**src/rtl/cfg_fuse_pkg.sv**
```systemverilog
// Constants, types and decode helpers shared by the configuration fuse decoder.
package cfg_fuse_pkg;
    // ----------------------------------------
    // Byte addresses and reset values
    // ----------------------------------------
    localparam logic [21:0] ADDR_CFG3 = 22'h30_0002;
    localparam logic [21:0] ADDR_CFG4 = 22'h30_0003;
    localparam logic [21:0] ADDR_CFG5 = 22'h30_0004;
    localparam logic [5:0] CFG3_RESET = 6'h3f;
    localparam logic [7:0] CFG4_RESET = 8'hbf;
    localparam logic [7:0] CFG4_MASK = 8'hbf;
    localparam logic [7:0] CFG5_RESET = 8'h7f;
    localparam logic [7:0] CFG5_MASK = 8'h7f;

    // ----------------------------------------
    // Field positions
    // ----------------------------------------
    localparam int B3_LPBOR = 5;
    localparam int B3_VT1W = 4;
    localparam int B3_MVEC = 3;
    localparam int B3_PUT = 1;
    localparam int B3_RSTPIN = 0;
    localparam int B4_ISA_OFF = 7;
    localparam int B4_LVPROG = 5;
    localparam int B4_STK = 4;
    localparam int B4_PS1W = 3;
    localparam int B4_ZC = 2;
    localparam int B4_BOR = 0;
    localparam int B5_WDMODE = 5;

    // ----------------------------------------
    // Power-up timer timing
    // ----------------------------------------
    localparam logic [1:0] PUT_OFF = 2'h3;
    localparam logic [1:0] PUT_LONG = 2'h2;
    localparam logic [1:0] PUT_MID = 2'h1;
    localparam int PUT_LONG_MS = 64;
    localparam int PUT_MID_MS = 16;
    localparam int PUT_SHORT_MS = 1;
    localparam int CLK_KHZ = 100000;
    localparam int PUT_LONG_CYC = PUT_LONG_MS * CLK_KHZ;
    localparam int PUT_MID_CYC = PUT_MID_MS * CLK_KHZ;
    localparam int PUT_SHORT_CYC = PUT_SHORT_MS * CLK_KHZ;

    // ----------------------------------------
    // Brown-out trip levels in millivolts
    // ----------------------------------------
    localparam logic [11:0] BOR_MV_3 = 12'h76c;
    localparam logic [11:0] BOR_MV_2 = 12'h992;
    localparam logic [11:0] BOR_MV_1 = 12'ha8c;
    localparam logic [11:0] BOR_MV_0 = 12'hb22;

    // ----------------------------------------
    // Watchdog
    // ----------------------------------------
    typedef enum logic [1:0] {
        WDT_OFF = 2'h0,
        WDT_SOFT = 2'h1,
        WDT_AWAKE = 2'h2,
        WDT_ALWAYS = 2'h3
    } wdt_mode_t;
    localparam logic [4:0] WDT_CPS_MAX_DIRECT = 5'h12;
    localparam logic [4:0] WDT_CPS_SOFT = 5'h1f;
    localparam logic [4:0] WDT_PS_DEFAULT = 5'h0b;
    localparam logic [4:0] WDT_LOG2_MIN = 5'h05;

    typedef enum logic [2:0] {
        PU_IDLE = 3'h1,
        PU_COUNT = 3'h2,
        PU_DONE = 3'h4
    } pu_state_t;

    // Prescale exponent for a period code; the reserved band falls back to 1:32.
    function automatic logic [4:0] wdt_log2(input logic [4:0] code);
        return (code <= WDT_CPS_MAX_DIRECT) ? 5'(code + WDT_LOG2_MIN) : WDT_LOG2_MIN;
    endfunction
endpackage

```
**src/rtl/cfg_lock_cell.sv**
```systemverilog
// One software lock bit with an optional one-way behaviour.
`timescale 1ns/1ps
`default_nettype none
module cfg_lock_cell (
    input wire logic clk,
    input wire logic rst_b,
    input wire logic one_way,
    input wire logic unlock,
    input wire logic wr,
    input wire logic wdata,
    output logic lock
);
    typedef struct packed {
        logic locked;
        logic armed;
        logic spent;
    } cell_t;

    cell_t st;
    cell_t next_st;

    // An unlock arms a single write; a one-way lock that was set is spent for good.
    // The write is judged first, so an unlock in the same cycle re-arms and is not lost.
    always_comb begin
        next_st = st;
        if (wr && st.armed && !st.spent) begin
            next_st.locked = wdata;
            next_st.armed = 1'b0;
            next_st.spent = one_way && wdata;
        end
        if (unlock) begin
            next_st.armed = 1'b1;
        end
    end

    // State register.
    always_ff @(posedge clk or negedge rst_b) begin
        if (!rst_b) begin
            st <= '0;
        end else begin
            st <= next_st;
        end
    end

    assign lock = st.locked;
endmodule // cfg_lock_cell
`default_nettype wire

```
**src/rtl/config_fuse_decode.sv**
```systemverilog
// Configuration byte store and decoder for the system and watchdog options.
`timescale 1ns/1ps
`default_nettype none
module config_fuse_decode #(
    parameter int unsigned PUT_LONG_CYCLES = cfg_fuse_pkg::PUT_LONG_CYC,
    parameter int unsigned PUT_MID_CYCLES = cfg_fuse_pkg::PUT_MID_CYC,
    parameter int unsigned PUT_SHORT_CYCLES = cfg_fuse_pkg::PUT_SHORT_CYC
) (
    input wire logic MCLK,
    input wire logic RST_B,
    // Programmer side.
    input wire logic PROG_WE,
    input wire logic [21:0] PROG_ADDR,
    input wire logic [7:0] PROG_WDATA,
    input wire logic PROG_LV_ACTIVE,
    input wire logic PROG_DONE,
    output logic [7:0] PROG_RDATA,
    // Run-time controls.
    input wire logic SLEEP,
    input wire logic WATCHDOG_SW_ENABLE,
    input wire logic WATCHDOG_PERIOD_WE,
    input wire logic [4:0] WATCHDOG_PERIOD_WDATA,
    input wire logic VECTOR_UNLOCK,
    input wire logic VECTOR_LOCK_WE,
    input wire logic VECTOR_LOCK_WDATA,
    input wire logic PINSELECT_UNLOCK,
    input wire logic PINSELECT_LOCK_WE,
    input wire logic PINSELECT_LOCK_WDATA,
    input wire logic ZERO_CROSS_SW_ENABLE,
    input wire logic ZERO_CROSS_MODULE_DISABLE,
    input wire logic STACK_FAULT,
    // Decoded settings.
    output logic LOW_POWER_BROWNOUT_ON,
    output logic VECTOR_TABLE_LOCK,
    output logic PINSELECT_LOCK,
    output logic VECTOR_DISPATCH,
    output logic POWERUP_TIMER_DONE,
    output logic RESET_PIN_IS_RESET,
    output logic HV_ENTRY_REQUIRED,
    output logic EXTENDED_ISA_ON,
    output logic STACK_FAULT_RESET,
    output logic ZERO_CROSS_ON,
    output logic [11:0] BROWNOUT_MV,
    output logic WATCHDOG_RUN,
    output logic [4:0] WATCHDOG_PERIOD_SW,
    output logic WATCHDOG_PS_SW_OK,
    output logic [4:0] WATCHDOG_PRESCALE_LOG2
);
    typedef struct packed {
        logic load;
        logic [5:0] c3;
        logic [7:0] c4;
        logic [7:0] c5;
        logic [7:0] rdata;
        logic lp_bor_n;
        logic vt_1way;
        logic mvec;
        logic [1:0] put_sel;
        logic rst_pin_en;
        logic isa_dis;
        logic lv_prog;
        logic stk_rst;
        logic ps_1way;
        logic zc_dis;
        logic [1:0] bor_sel;
        cfg_fuse_pkg::wdt_mode_t wdt_mode;
        logic [4:0] cps;
        logic [4:0] wps;
        logic ps_sw_ok;
        logic [4:0] ps_log2;
        cfg_fuse_pkg::pu_state_t pu;
        logic [22:0] pu_cnt;
        logic lp_bor_on;
        logic dispatch;
        logic rst_is_rst;
        logic hv_req;
        logic isa_on;
        logic stk_pulse;
        logic zc_on;
        logic [11:0] bor_mv;
        logic wdt_run;
    } state_t;

    // Erased bytes read as ones in every implemented bit; a capture is pending so settings load after release.
    localparam state_t RST_ST = '{
        load: 1'b1,
        c3: cfg_fuse_pkg::CFG3_RESET,
        c4: cfg_fuse_pkg::CFG4_RESET,
        c5: cfg_fuse_pkg::CFG5_RESET,
        wdt_mode: cfg_fuse_pkg::WDT_OFF,
        pu: cfg_fuse_pkg::PU_IDLE,
        default: '0
    };

    state_t st;
    state_t next_st;
    logic [22:0] pu_limit;

    // ----------------------------------------
    // Power-up timer length
    // ----------------------------------------
    // Lengths are parameters so that a simulation can run with short counts.
    always_comb begin
        case (st.put_sel)
            cfg_fuse_pkg::PUT_LONG: pu_limit = 23'(PUT_LONG_CYCLES);
            cfg_fuse_pkg::PUT_MID: pu_limit = 23'(PUT_MID_CYCLES);
            default: pu_limit = 23'(PUT_SHORT_CYCLES);
        endcase
    end

    // ----------------------------------------
    // Next state
    // ----------------------------------------
    always_comb begin
        next_st = st;
        next_st.load = PROG_DONE;

        // Programmer writes land in the byte store only; decode follows on the
        // next capture, so a half-written set never reaches the core.
        if (PROG_WE) begin
            case (PROG_ADDR)
                cfg_fuse_pkg::ADDR_CFG3: next_st.c3 = PROG_WDATA[5:0];
                cfg_fuse_pkg::ADDR_CFG4: begin
                    next_st.c4 = PROG_WDATA & cfg_fuse_pkg::CFG4_MASK;
                    if (PROG_LV_ACTIVE && st.c4[cfg_fuse_pkg::B4_LVPROG]) begin
                        next_st.c4[cfg_fuse_pkg::B4_LVPROG] = 1'b1;
                    end
                end
                cfg_fuse_pkg::ADDR_CFG5: next_st.c5 = PROG_WDATA & cfg_fuse_pkg::CFG5_MASK;
                default: ;
            endcase
        end

        // Read-back of the byte store, one cycle after the address.
        case (PROG_ADDR)
            cfg_fuse_pkg::ADDR_CFG3: next_st.rdata = {2'h0, st.c3};
            cfg_fuse_pkg::ADDR_CFG4: next_st.rdata = st.c4;
            cfg_fuse_pkg::ADDR_CFG5: next_st.rdata = st.c5;
            default: next_st.rdata = 8'h00;
        endcase

        // Capture decoded fields only at reset release or end of programming.
        if (st.load) begin
            next_st.lp_bor_n = st.c3[cfg_fuse_pkg::B3_LPBOR];
            next_st.vt_1way = st.c3[cfg_fuse_pkg::B3_VT1W];
            next_st.mvec = st.c3[cfg_fuse_pkg::B3_MVEC];
            next_st.put_sel = st.c3[cfg_fuse_pkg::B3_PUT +: 2];
            next_st.rst_pin_en = st.c3[cfg_fuse_pkg::B3_RSTPIN];
            next_st.isa_dis = st.c4[cfg_fuse_pkg::B4_ISA_OFF];
            next_st.lv_prog = st.c4[cfg_fuse_pkg::B4_LVPROG];
            next_st.stk_rst = st.c4[cfg_fuse_pkg::B4_STK];
            next_st.ps_1way = st.c4[cfg_fuse_pkg::B4_PS1W];
            next_st.zc_dis = st.c4[cfg_fuse_pkg::B4_ZC];
            next_st.bor_sel = st.c4[cfg_fuse_pkg::B4_BOR +: 2];
            next_st.wdt_mode = cfg_fuse_pkg::wdt_mode_t'(st.c5[cfg_fuse_pkg::B5_WDMODE +: 2]);
            next_st.cps = st.c5[4:0];
            if (st.c5[4:0] == cfg_fuse_pkg::WDT_CPS_SOFT) begin
                next_st.wps = cfg_fuse_pkg::WDT_PS_DEFAULT;
                next_st.ps_sw_ok = 1'b1;
            end else begin
                next_st.wps = st.c5[4:0];
                next_st.ps_sw_ok = 1'b0;
            end
        end else if (WATCHDOG_PERIOD_WE && st.ps_sw_ok) begin
            next_st.wps = WATCHDOG_PERIOD_WDATA;
        end

        // Prescale follows the software field when it is free, else the code.
        if (st.ps_sw_ok) begin
            next_st.ps_log2 = cfg_fuse_pkg::wdt_log2(st.wps);
        end else begin
            next_st.ps_log2 = cfg_fuse_pkg::wdt_log2(st.cps);
        end

        // Power-up timer runs after reset and again after each recapture, using the
        // captured selection; otherwise a reset store would always leave it disabled.
        next_st.pu_cnt = st.pu_cnt;
        case (st.pu)
            cfg_fuse_pkg::PU_IDLE: begin
                if (!st.load) begin
                    if (st.put_sel == cfg_fuse_pkg::PUT_OFF) begin
                        next_st.pu = cfg_fuse_pkg::PU_DONE;
                    end else begin
                        next_st.pu = cfg_fuse_pkg::PU_COUNT;
                        next_st.pu_cnt = 23'h000001;
                    end
                end
            end
            cfg_fuse_pkg::PU_COUNT: begin
                if (st.load) begin
                    next_st.pu = cfg_fuse_pkg::PU_IDLE;
                end else if (st.pu_cnt >= pu_limit) begin
                    next_st.pu = cfg_fuse_pkg::PU_DONE;
                end else begin
                    next_st.pu_cnt = st.pu_cnt + 23'h000001;
                end
            end
            cfg_fuse_pkg::PU_DONE: begin
                if (st.load) begin
                    next_st.pu = cfg_fuse_pkg::PU_IDLE;
                end
            end
            default: next_st.pu = cfg_fuse_pkg::PU_IDLE;
        endcase

        // Decoded outputs, each registered.
        next_st.lp_bor_on = !st.lp_bor_n;
        next_st.dispatch = st.mvec;
        next_st.rst_is_rst = st.lv_prog || st.rst_pin_en;
        next_st.hv_req = !st.lv_prog;
        next_st.isa_on = !st.isa_dis;
        next_st.stk_pulse = STACK_FAULT && st.stk_rst;
        // The module-disable bit only matters when software owns the detector.
        next_st.zc_on = st.zc_dis ? (ZERO_CROSS_SW_ENABLE && !ZERO_CROSS_MODULE_DISABLE)
                                  : 1'b1;
        case (st.bor_sel)
            2'h3: next_st.bor_mv = cfg_fuse_pkg::BOR_MV_3;
            2'h2: next_st.bor_mv = cfg_fuse_pkg::BOR_MV_2;
            2'h1: next_st.bor_mv = cfg_fuse_pkg::BOR_MV_1;
            default: next_st.bor_mv = cfg_fuse_pkg::BOR_MV_0;
        endcase
        case (st.wdt_mode)
            cfg_fuse_pkg::WDT_ALWAYS: next_st.wdt_run = 1'b1;
            cfg_fuse_pkg::WDT_AWAKE: next_st.wdt_run = !SLEEP;
            cfg_fuse_pkg::WDT_SOFT: next_st.wdt_run = WATCHDOG_SW_ENABLE;
            default: next_st.wdt_run = 1'b0;
        endcase
    end

    // ----------------------------------------
    // State register
    // ----------------------------------------
    always_ff @(posedge MCLK or negedge RST_B) begin
        if (!RST_B) begin
            st <= RST_ST;
        end else begin
            st <= next_st;
        end
    end

    // ----------------------------------------
    // Lock bits
    // ----------------------------------------
    // Both locks share the one-way cell; the one-way choice is the captured bit.
    cfg_lock_cell u_vector_lock (
        .clk(MCLK),
        .rst_b(RST_B),
        .one_way(st.vt_1way),
        .unlock(VECTOR_UNLOCK),
        .wr(VECTOR_LOCK_WE),
        .wdata(VECTOR_LOCK_WDATA),
        .lock(VECTOR_TABLE_LOCK)
    );

    cfg_lock_cell u_pinselect_lock (
        .clk(MCLK),
        .rst_b(RST_B),
        .one_way(st.ps_1way),
        .unlock(PINSELECT_UNLOCK),
        .wr(PINSELECT_LOCK_WE),
        .wdata(PINSELECT_LOCK_WDATA),
        .lock(PINSELECT_LOCK)
    );

    // Outputs taken straight from the state register.
    assign PROG_RDATA = st.rdata;
    assign LOW_POWER_BROWNOUT_ON = st.lp_bor_on;
    assign VECTOR_DISPATCH = st.dispatch;
    assign POWERUP_TIMER_DONE = st.pu[2];
    assign RESET_PIN_IS_RESET = st.rst_is_rst;
    assign HV_ENTRY_REQUIRED = st.hv_req;
    assign EXTENDED_ISA_ON = st.isa_on;
    assign STACK_FAULT_RESET = st.stk_pulse;
    assign ZERO_CROSS_ON = st.zc_on;
    assign BROWNOUT_MV = st.bor_mv;
    assign WATCHDOG_RUN = st.wdt_run;
    assign WATCHDOG_PERIOD_SW = st.wps;
    assign WATCHDOG_PS_SW_OK = st.ps_sw_ok;
    assign WATCHDOG_PRESCALE_LOG2 = st.ps_log2;
endmodule // config_fuse_decode
`default_nettype wire

```
**config.mk**
```make
export PLATFORM = sky130hd
export DESIGN_NAME = config_fuse_decode
export DESIGN_NICKNAME = d
export VERILOG_FILES = /design/src/rtl/cfg_fuse_pkg.sv /design/src/rtl/cfg_lock_cell.sv /design/src/rtl/config_fuse_decode.sv
export SDC_FILE = /design/constraint.sdc
export NUM_CORES = 1
export LEC_CHECK = 0
export ABC_AREA = 1
export ABC_CLOCK_PERIOD_IN_PS = 3690
export BUFFER_PORTS_ARGS = -buffer_cell sky130_fd_sc_hd__buf_4
export CAP_MARGIN = 30
export CORE_UTILIZATION = 25
export DETAILED_ROUTE_END_ITERATION = 10
export GPL_ROUTABILITY_DRIVEN = 0
export HOLD_SLACK_MARGIN = 0.05
export PLACE_DENSITY_LB_ADDON = 0.3
export SYNTH_ARGS = -nofsm -noshare
export SYNTH_HDL_FRONTEND = slang
export SYNTH_HIERARCHICAL = 1
export SYNTH_SLANG_ARGS = --single-unit
```
**constraint.sdc**
```tcl
create_clock -name MCLK -period 3.69 [get_ports MCLK]
set_input_delay 0.738 -clock MCLK [delete_from_list [all_inputs] [get_ports MCLK]]
set_output_delay 0.738 -clock MCLK [all_outputs]
set_load 0.05 [all_outputs]
```
==> results.md, run 1 <==
* Layout overhead on the synthesized area at 16.9%
* Clk_lat worst skew at 370 ps
* Final instance area at 7320 um^2
* Ys Warns at 6
* DRC viols at 0
* Wire length per cell at 12.7 um
* Vias at 4,936
* # IOs at 94
* Startpoint types: flop
* CTS-repair resized insts at 0
* Post-route ant nets at 0
* Non-filler instance count after layout at 1,155
* CTS buffer count at 9
* Post-Syn Area at 6260 um^2
* DIE AREA at 25,700 um^2
* Crit end category: flop
* # diodes at 0
* Outcome: finished clean
* Nets at 904
* Largest fanout on the critical path at 24
* Clk buf depth at 2
* 1st-pass router iterations at 4
* Worst VDD drop at 227 uV
* Final slew viol count at 0
* Largest net degree at the start of global routing at 60
* RSZ-0062 raised after global routing: no
* Total power at 2.87 mW
* Fin. Hold Viols at 0
* Clock tree sinks at 109
* DR iter-0 viols at 233
* Die Height at 160 um
* Routed WL at 14.7 mm
* HPWL after detailed placement at 10.7 mm
* CTS tree: yes
* Layout cells sized above 1 at 0.226
* Syn Area/Cell at 8.12 um^2
* Clock skew at 9.83 ps
* Root Driver: clkbuf_16
* # fillers at 2,633
* Number of cells after detailed placement at 1,139
* Worst slew margin at 0.413
* Final Setup Violations at 0
* Post-CTS Repair Setup Buffers at 0
* Pwr Density at 392 nW/um^2
* Placement Cell Area at 7010 um^2
* Number of global-route vias before repair at 4,848
* Synth Instances at 771
* Vias per Instance at 4.27
* Die width at 160 um
* Post-synth net total at 849
* Worst-case reg-to-reg path depth at 14
* I/O Buffers at 92
* Synthesis-stage register bit count at 109
* Overall Global Routing Usage at 0.119
* Level count of the clock H-tree at 3
* Post-synthesis cell type count at 40
* Max Freq at 384 MHz
* Final Hold Slack at 388 ps
* Reg2Reg Setup Slack at 1080 ps
* Fin Setup TNS at 0 ps
* Worst R2R End: st[21]$_DFFE_PN0P_
* First-pass GRT wire length at 24.4 mm
* CTS clk-pin slew, worst paths at 90 ps
* Initial antenna violation count at 0
* Row count at 57
* Seq/Total Area, Yosys at 0.440
* Critical R2R Launch: st[72]$_DFFE_PN0P_
* Hold EP: VECTOR_DISPATCH$_DFF_PN0_
* Clock period minus worst slack at 2610 ps
* Hold path cells at 0
* Worst hold path startpoint: next_st[18]$_DFFE_PN0P_
* Tcrit/Tclk final at 0.706
* Worst-Margin Slew at 876 ps
* Core ar. at 24,500 um^2
* Req. time, crit path at 3940 ps
* Cts hold-fix bufs at 0
* Max-cap violations at 0
* Starting density of the core at 0.256
* Gr ovfl total at 0
* WS Path Type: reg -> reg
* CP arrival at 2860 ps
* Worst Hold Class: reg -> reg
* Most common cell after layout, fill and taps aside: nand2_1
* Commonest non-fill, non-tap cells in the layout: 190 x nand2_1, 95 x buf_4, 87 x dfrtp_1
* Pleak at 3.44 nW
per-layer routing:
metal  GRT usage  wire length (um)  part of all wire  up-vias
met4      0.0403               196             0.013        0
met1       0.146              6870              0.47     2302
met5           0                 0                 0        -
met3      0.0234               530             0.036       14
met2       0.206              7100              0.48       84
li1            -                 -                 -     2536
flip-flops by register name, indices dropped and copies added, names as in the netlist:
name                    count
WATCHDOG_RUN                1
RESET_PIN_IS_RESET          1
WATCHDOG_PS_SW_OK           1
LOW_POWER_BROWNOUT_ON       1
VECTOR_DISPATCH             1
next_st                     1
ZERO_CROSS_ON               1
HV_ENTRY_REQUIRED           1
u_pinselect_lock/lock       1
PROG_RDATA                  8
EXTENDED_ISA_ON             1
WATCHDOG_PERIOD_SW          5
u_vector_lock/st            2
u_pinselect_lock/st         2
u_vector_lock/lock          1
WATCHDOG_PRESCALE_LOG2      5
STACK_FAULT_RESET           1
BROWNOUT_MV                 9
POWERUP_TIMER_DONE          1
st                         65
how the worst max path moves through the flow:
| stage | from | end | slack, ps | depth (start not counted) |
|---|---|---|---|---|
| floorplan | st[72]$_DFFE_PN0P_ | st[20]$_DFFE_PN0P_ | 1550 | 14 |
| global placement | st[72]$_DFFE_PN0P_ | st[42]$_DFFE_PN0P_ | 1100 | 13 |
| detailed placement | POWERUP_TIMER_DONE$_DFFE_PN0P_ | st[42]$_DFFE_PN0P_ | 1100 | 8 |
| CTS | st[72]$_DFFE_PN0P_ | st[21]$_DFFE_PN0P_ | 1070 | 13 |
| global route | POWERUP_TIMER_DONE$_DFFE_PN0P_ | st[21]$_DFFE_PN0P_ | 820 | 8 |
| finish | st[72]$_DFFE_PN0P_ | st[21]$_DFFE_PN0P_ | 1080 | 14 |
cells by family after synthesis:
kind of cell | after synthesis | share of synthesized area
AOI/OAI and AO/OA | 74 | 0.0662
buffers and inverters | 136 | 0.110
and+or+nand+nor | 407 | 0.306
other | 1 | 0.000599
DFF | 109 | 0.440
xor gates and xnor gates | 18 | 0.0252
adders and majority gates | 26 | 0.0520
report_power, final:
group | leakage [nW] | internal (mW) | switching, mW | total (mW)
clock network | 0.152 | 0.492 | 0.528 | 1.02
logic | 1.94 | 0.132 | 0.451 | 0.584
registers | 1.35 | 1.23 | 0.0359 | 1.27
metrics by stage:
stage          setup WS [ps]   util
2_1_floorplan           1550      -
6_report                1080  0.299
3_5_place_dp            1100  0.286
5_1_grt                  817  0.299
4_1_cts                 1070  0.299
3_3_place_gp            1100  0.286
synthesized netlist by cell type:
cell type,n,area [um^2]
clkbuf_1,6,22.5
buf_1,1,3.75
nand2_1,190,713
nor2_1,79,297
xnor2_1,4,35.0
nand3_1,72,360
nand2_2,8,50.1
nor3_2,2,20.0
a22oi_1,2,15.0
nand4_1,9,56.3
nor3b_1,1,7.51
or2_1,1,6.26
buf_4,33,248
nor3_1,4,20.0
dfrtp_1,87,2180
buf_12,2,40.0
conb_1,1,3.75
inv_2,7,26.3
dfstp_2,22,578
xor2_1,14,123
nor2_2,6,37.5
o221ai_1,2,17.5
o21ai_0,37,185
a21oi_1,12,60.1
and2_1,2,12.5
or2_2,2,12.5
a21o_1,3,22.5
o21ai_1,11,55.1
ha_1,26,325
o211ai_1,2,15.0
nand3_2,25,250
buf_2,7,35.0
buf_6,2,22.5
o22ai_1,2,12.5
nor4_1,2,12.5
a21oi_4,1,16.3
nand3_4,2,35.0
inv_1,78,293
nor2_4,2,22.5
o21bai_1,2,15.0
worst max-delay path, stage by stage (launching register included):
cell and delay [ps]:
dfrtp_1 400, inv_1 90, ha_1 430, inv_2 110, ha_1 300, nand2_1 110
inv_1 50, nand2_1 60, nand2_1 70, nand3_2 90, nand3_2 70, nand2_2 90
nand3_4 350, nand3_1 190, nand2_1 70
cell type report:
type | instances | area [um^2] | share of cell area
Timing Repair Buffer | 95 | 713 | 0.0975
Sequential cell | 109 | 2760 | 0.376
Tap cell | 324 | 405 | 0.0554
Clock buffer | 9 | 225 | 0.0308
Clock inverter | 7 | 86.3 | 0.0118
Multi-Input combinational cell | 526 | 2810 | 0.385
Inverter | 85 | 319 | 0.0436
No activity file was read; power rests on OpenSTA's default activity.
==> run 2, diff against run 1 <==
ABC_AREA = 0   (was 1)
ABC_CLOCK_PERIOD_IN_PS = 2300   (was 3690)
clock period = 2.3 ns   (was 3.69 ns; I/O delays follow)
==> results.md, run 2 <==
* Startpoint types: flop
* Tcrit/Tclk final at 1.12
* Pwr Density at 557 nW/um^2
* CTS clk-pin slew, worst paths at 80 ps
* DIE AREA at 22,300 um^2
* Vias per Instance at 4.65
* Crit end category: flop
* I/O Buffers at 92
* Most common cell in the netlist: dfrtp_1
* Post-route worst setup slack at -281 ps
* Max-cap violations at 0
* Final slew viol count at 0
* Ys flop type: dfrtp_1
* Post-synth net total at 577
* Final Setup Violations at 22
* Overall Global Routing Usage at 0.126
* Internal at 2.95 mW
* Max Freq at 387 MHz
* Die width at 149 um
* Ys async rst share at 1.00
* # diodes at 0
* Layout cells sized above 1 at 0.393
* Starting density of the core at 0.257
* Post-layout util at 0.334
* Clock tree sinks at 109
* Nets at 679
* P_sw at 0.989 mW
* Routed WL at 13.4 mm
* First-pass GRT wire length at 21.9 mm
* Post-synthesis cell type count at 60
* Pleak at 3.13 nW
* DRC viols at 0
* Largest fanout on the critical path at 16
* Layout overhead on the synthesized area at 30.1%
* WS Path Type: reg -> reg
* Die Height at 149 um
* Final Hold Slack at 53.8 ps
* Clock period minus worst slack at 2580 ps
* Clock skew at 8.06 ps
* Post-synth EDFFs at 0
* Synthesis-stage register bit count at 109
* Commonest non-fill, non-tap cells in the layout: 129 x buf_4, 86 x dfrtp_1, 40 x nand2_1
* RSZ-0062 raised after global routing: yes
* Level count of the clock H-tree at 3
* Syn Area/Cell at 10.9 um^2
* Vias at 4,099
* Seq/Total Area, Yosys at 0.507
* Req. time, crit path at 2590 ps
* Initial antenna violation count at 0
* HPWL after detailed placement at 9.71 mm
* Largest net degree at the start of global routing at 51
* Comb pwr share at 0.081
* Max FFs per register at 65
* Reg with most FFs: st
* Fin. Hold Viols at 0
* Net Sw Frac at 0.251
* CTS tree: yes
* # IOs at 94
* DR iter-0 viols at 179
* Yosys top cell area share at 0.401
* 1st-pass router iterations at 4
* Post-Syn Area at 5430 um^2
* CTS buffer count at 9
* Worst slew margin at 0.617
* Failing checks: negative setup slack
* Most frequent cells after synthesis: 87 x dfrtp_1, 40 x nand2_1, 31 x inv_1, 31 x o21ai_0, 30 x buf_4
* Top cells by area, synth: dfrtp_1 40%, dfstp_2 11%, ha_1 6.0%, mux2_2 4.6%, buf_4 4.1%
* CP arrival at 2870 ps
* Core ar. at 21,200 um^2
* Outcome: finished with violations
* Clk_lat worst skew at 360 ps
* Worst Hold Class: in -> async
* Clock share of power at 0.413
* Dominant cell type by area after synthesis: dfrtp_1
* Row count at 53
* Wire length per cell at 15.2 um
* Root Driver: clkbuf_16
* Worst-Margin Slew at 569 ps
* Post-route ant nets at 0
* Most common cell after layout, fill and taps aside: buf_4
* Number of global-route vias before repair at 4,304
* Ys Warns at 6
* Clk buf depth at 2
* Gr ovfl total at 0
* Synth Instances at 499
* Worst VDD drop at 360 uV
* Seq pwr share at 0.506
==> run 2: changes by cell type after synthesis, sizes merged, moves of 9 or more <==
| cell | previous run | this run |
|---|---|---|
| buf | 45 | 32 |
| a21oi | 13 | 22 |
| mux2 | 0 | 30 |
| xor2 | 14 | 2 |
| o21ai | 48 | 38 |
| nand2 | 198 | 40 |
| inv | 85 | 32 |
| nor2 | 87 | 13 |
| o31ai | 0 | 12 |
| nand3 | 99 | 11 |
| or4 | 0 | 15 |
| mux2i | 0 | 11 |
==> run 2: final timing paths <==
| check | from | to | slack [ps] | depth (start not counted) |
|---|---|---|---|---|
| setup / recovery | st[72]$_DFFE_PN0P_ | st[28]$_DFFE_PN0P_ | -280 | 11 |
| hold / removal | RST_B | u_pinselect_lock/st[1]$_DFFE_PN0P_ | 50 | 1 |
| setup reg to reg | st[72]$_DFFE_PN0P_ | st[28]$_DFFE_PN0P_ | -280 | 11 |
| hold reg to reg | next_st[18]$_DFFE_PN0P_ | VECTOR_DISPATCH$_DFF_PN0_ | 390 | 0 |
| max in group asynchronous | RST_B | st[91]$_DFFE_PN1P_ | 1490 | 2 |
| min in group MCLK | PROG_DONE | st[107]$_DFF_PN1_ | 220 | 1 |
==> run 2: area by class of cell <==
class                           count  area (um^2)
Clock buffer                        9          225
Timing Repair Buffer              135         1090
Clock inverter                      7         82.6
Multi-Input combinational cell    314         2450
Fill cell                        2130        14100
Tap cell                          275          344
Inverter                           32          125
Sequential cell                   109         2760
==> run 2: logic make-up (layout without fill, tap and decap cells) <==
group | count (synthesis) | in the layout | synth area share
buffers and inverters | 76 | 183 | 0.0748
DFF | 109 | 109 | 0.507
other | 1 | 1 | 0.000690
AOI/OAI and AO/OA | 108 | 108 | 0.132
xor gates and xnor gates | 6 | 6 | 0.00967
and+or+nand+nor | 132 | 132 | 0.132
muxes | 41 | 41 | 0.0838
adders and majority gates | 26 | 26 | 0.0599
==> run 2: metal layers <==
layer  wire, um  GRT usage  vias to the layer above
met2       6660      0.212                      108
met3        602     0.0232                       14
met1       5910      0.161                     2024
li1           -          -                     1953
met5          0          0                        -
met4        200     0.0454                        0
==> run 2: repair_timing <==
action                                  in CTS  in global routing
endpoints found under the setup margin      24                 24
gates resized for setup                     20                  7
hold buffers                                 0                  0
gates cloned                                 2                  0
buffers inserted                             6                  1
pin swaps                                   12                  4
==> run 2: critical path: stages (launching register included) <==
cell and delay [ps]:
dfrtp_1 390, inv_2 70, ha_4 280, inv_4 50
ha_4 140, o21ai_2 120, nand2b_1 110, a221oi_4 350
o2111ai_4 190, buf_12 200, or4_4 470, a21oi_2 130
==> run 2: power groups by stage <==
stage                     Combinational [mW]  Clock, mW  Sequential (mW)
after floorplan                        0.115          0             2.04
after global placement                 0.311          0             2.03
after detailed placement               0.320          0             2.03
after CTS                              0.325       1.68             1.99
after global routing                   0.352       1.74             2.00
final                                  0.319       1.63             1.99
==> run 2: per-stage QoR <==
step | cell area [um^2] | setup slack (ps) | TNS, ps | instances | power (mW)
2_1_floorplan | 5540 | -105 | -1290 | 499 | 2.16
3_3_place_gp | 6550 | -249 | -4140 | 856 | 2.34
3_5_place_dp | 6550 | -381 | -6000 | 856 | 2.35
4_1_cts | 7040 | -277 | -3880 | 880 | 4.00
5_1_grt | 7070 | -382 | -6780 | 881 | 4.09
6_report | 7070 | -281 | -4230 | 881 | 3.94
==> run 3, diff against run 2 <==
CTS_CLUSTER_DIAMETER = 50   (was default)
MAX_ROUTING_LAYER = met4   (was default)
==> results.md, run 3 (same netlist as run 2, synthesis figures left out) <==
* Outcome: finished with violations
* Failing checks: negative setup slack
* Root Driver: clkbuf_16
* Crit end category: flop
* Worst slew margin at 0.626
* Post-route worst setup slack at -280 ps
* Most common cell after layout, fill and taps aside: buf_4
* Reg with most FFs: st
* Fin Setup TNS at -4170 ps
* Worst Hold Class: in -> async
* Final instance area at 7070 um^2
* Number of global-route vias before repair at 4,295
* Post-layout util at 0.334
* Clock period minus worst slack at 2580 ps
* Row count at 53
* # diodes at 0
* Overall Global Routing Usage at 0.130
* HPWL after detailed placement at 9.71 mm
* Clock tree sinks at 109
* CTS tree: yes
* # IOs at 94
* Core ar. at 21,200 um^2
* Area of the multi-input gates at 2450 um^2
* Gr ovfl total at 0
* Final Setup Violations at 22
* First-pass GRT wire length at 21.9 mm
* Layout overhead on the synthesized area at 30.1%
* Post-route ant nets at 0
* DIE AREA at 22,300 um^2
* CP arrival at 2860 ps
* I/O Buffers at 92
* # fillers at 2,130
* RSZ-0062 raised after global routing: yes
* Level count of the clock H-tree at 3
* Worst VDD drop at 358 uV
* Total power at 3.94 mW
* Vias at 4,098
* DRC viols at 0
* Startpoint types: flop
* Number of cells after detailed placement at 856
* Largest net degree at the start of global routing at 51
* Tcrit/Tclk final at 1.12
* Die width at 149 um
* WS Path Type: reg -> reg
* CTS buffer count at 9
* Fin. Hold Viols at 0
* Max Freq at 388 MHz
* Nets at 679
* Max-cap violations at 0
* Cts hold-fix bufs at 0
* Clk_lat worst skew at 360 ps
* Initial antenna violation count at 0
* Routed WL at 13.4 mm
* Worst-Margin Slew at 556 ps
* Starting density of the core at 0.257
* Worst-case reg-to-reg path depth at 11
* Final slew viol count at 0
* Clk buf depth at 2
* Non-filler instance count after layout at 881
* Layout cells sized above 1 at 0.393
* Placement Cell Area at 6550 um^2
* Req. time, crit path at 2580 ps
* Die Height at 149 um
* Vias per Instance at 4.65
* CTS clk-pin slew, worst paths at 80 ps
* Max FFs per register at 65
* DR iter-0 viols at 180
* Pwr Density at 557 nW/um^2
* Clock skew at 7.47 ps
* 1st-pass router iterations at 4
* Commonest non-fill, non-tap cells in the layout: 129 x buf_4, 86 x dfrtp_1, 40 x nand2_1
* Largest fanout on the critical path at 16
* Sequential cell area at 2760 um^2
* Wire length per cell at 15.2 um
* Pleak at 3.13 nW
[run 3: per-stage QoR]
stage          hold WS [ps]  setup slack [ps]
2_1_floorplan           164              -105
3_3_place_gp            368              -249
3_5_place_dp            363              -381
4_1_cts                60.9              -277
5_1_grt                87.2              -382
6_report               53.3              -280
[run 3: worst paths after layout]
check | startpoint | endpoint | slack [ps]
max in group asynchronous | RST_B | st[91]$_DFFE_PN1P_ | 1490
min in group MCLK | PROG_DONE | st[107]$_DFF_PN1_ | 220
worst max-delay path | st[72]$_DFFE_PN0P_ | st[28]$_DFFE_PN0P_ | -280
worst min-delay path | RST_B | u_pinselect_lock/st[1]$_DFFE_PN0P_ | 50
worst max register to register | st[72]$_DFFE_PN0P_ | st[28]$_DFFE_PN0P_ | -280
worst min register to register | next_st[18]$_DFFE_PN0P_ | VECTOR_DISPATCH$_DFF_PN0_ | 390
[run 3: worst max-delay path, stage by stage (launching register included)]
cell and delay (ps):
dfrtp_1 390, inv_2 70, ha_4 280, inv_4 50
ha_4 140, o21ai_2 120, nand2b_1 110, a221oi_4 350
o2111ai_4 190, buf_12 200, or4_4 470, a21oi_2 130
[run 3: repair_timing]
action,CTS,global route
endpoints found under the setup margin,24,24
resized for setup,20,7
cloned,2,0
setup buffers,6,1
pin swaps,12,4
[run 3: report_power, final]
group	switching, mW	internal [mW]	total, mW
clock	0.763	0.861	1.62
sequential	0.0433	1.95	1.99
combinational	0.182	0.137	0.319
total	0.988	2.95	3.94
[run 3: area by class of cell]
type	instances	share of cell area
Sequential cell	109	0.390
Multi-Input combinational cell	314	0.347
Tap cell	275	0.0487
Clock buffer	9	0.0318
Timing Repair Buffer	135	0.154
Clock inverter	7	0.0117
Inverter	32	0.0177
[run 3: per-layer routing]
| metal | part of all wire | global-route usage | vias up |
|---|---|---|---|
| met5 | 0 | - | - |
| met1 | 0.45 | 0.162 | 2026 |
| met4 | 0.013 | 0.0454 | 0 |
| met3 | 0.041 | 0.0210 | 11 |
| li1 | - | - | 1954 |
| met2 | 0.50 | 0.212 | 107 |
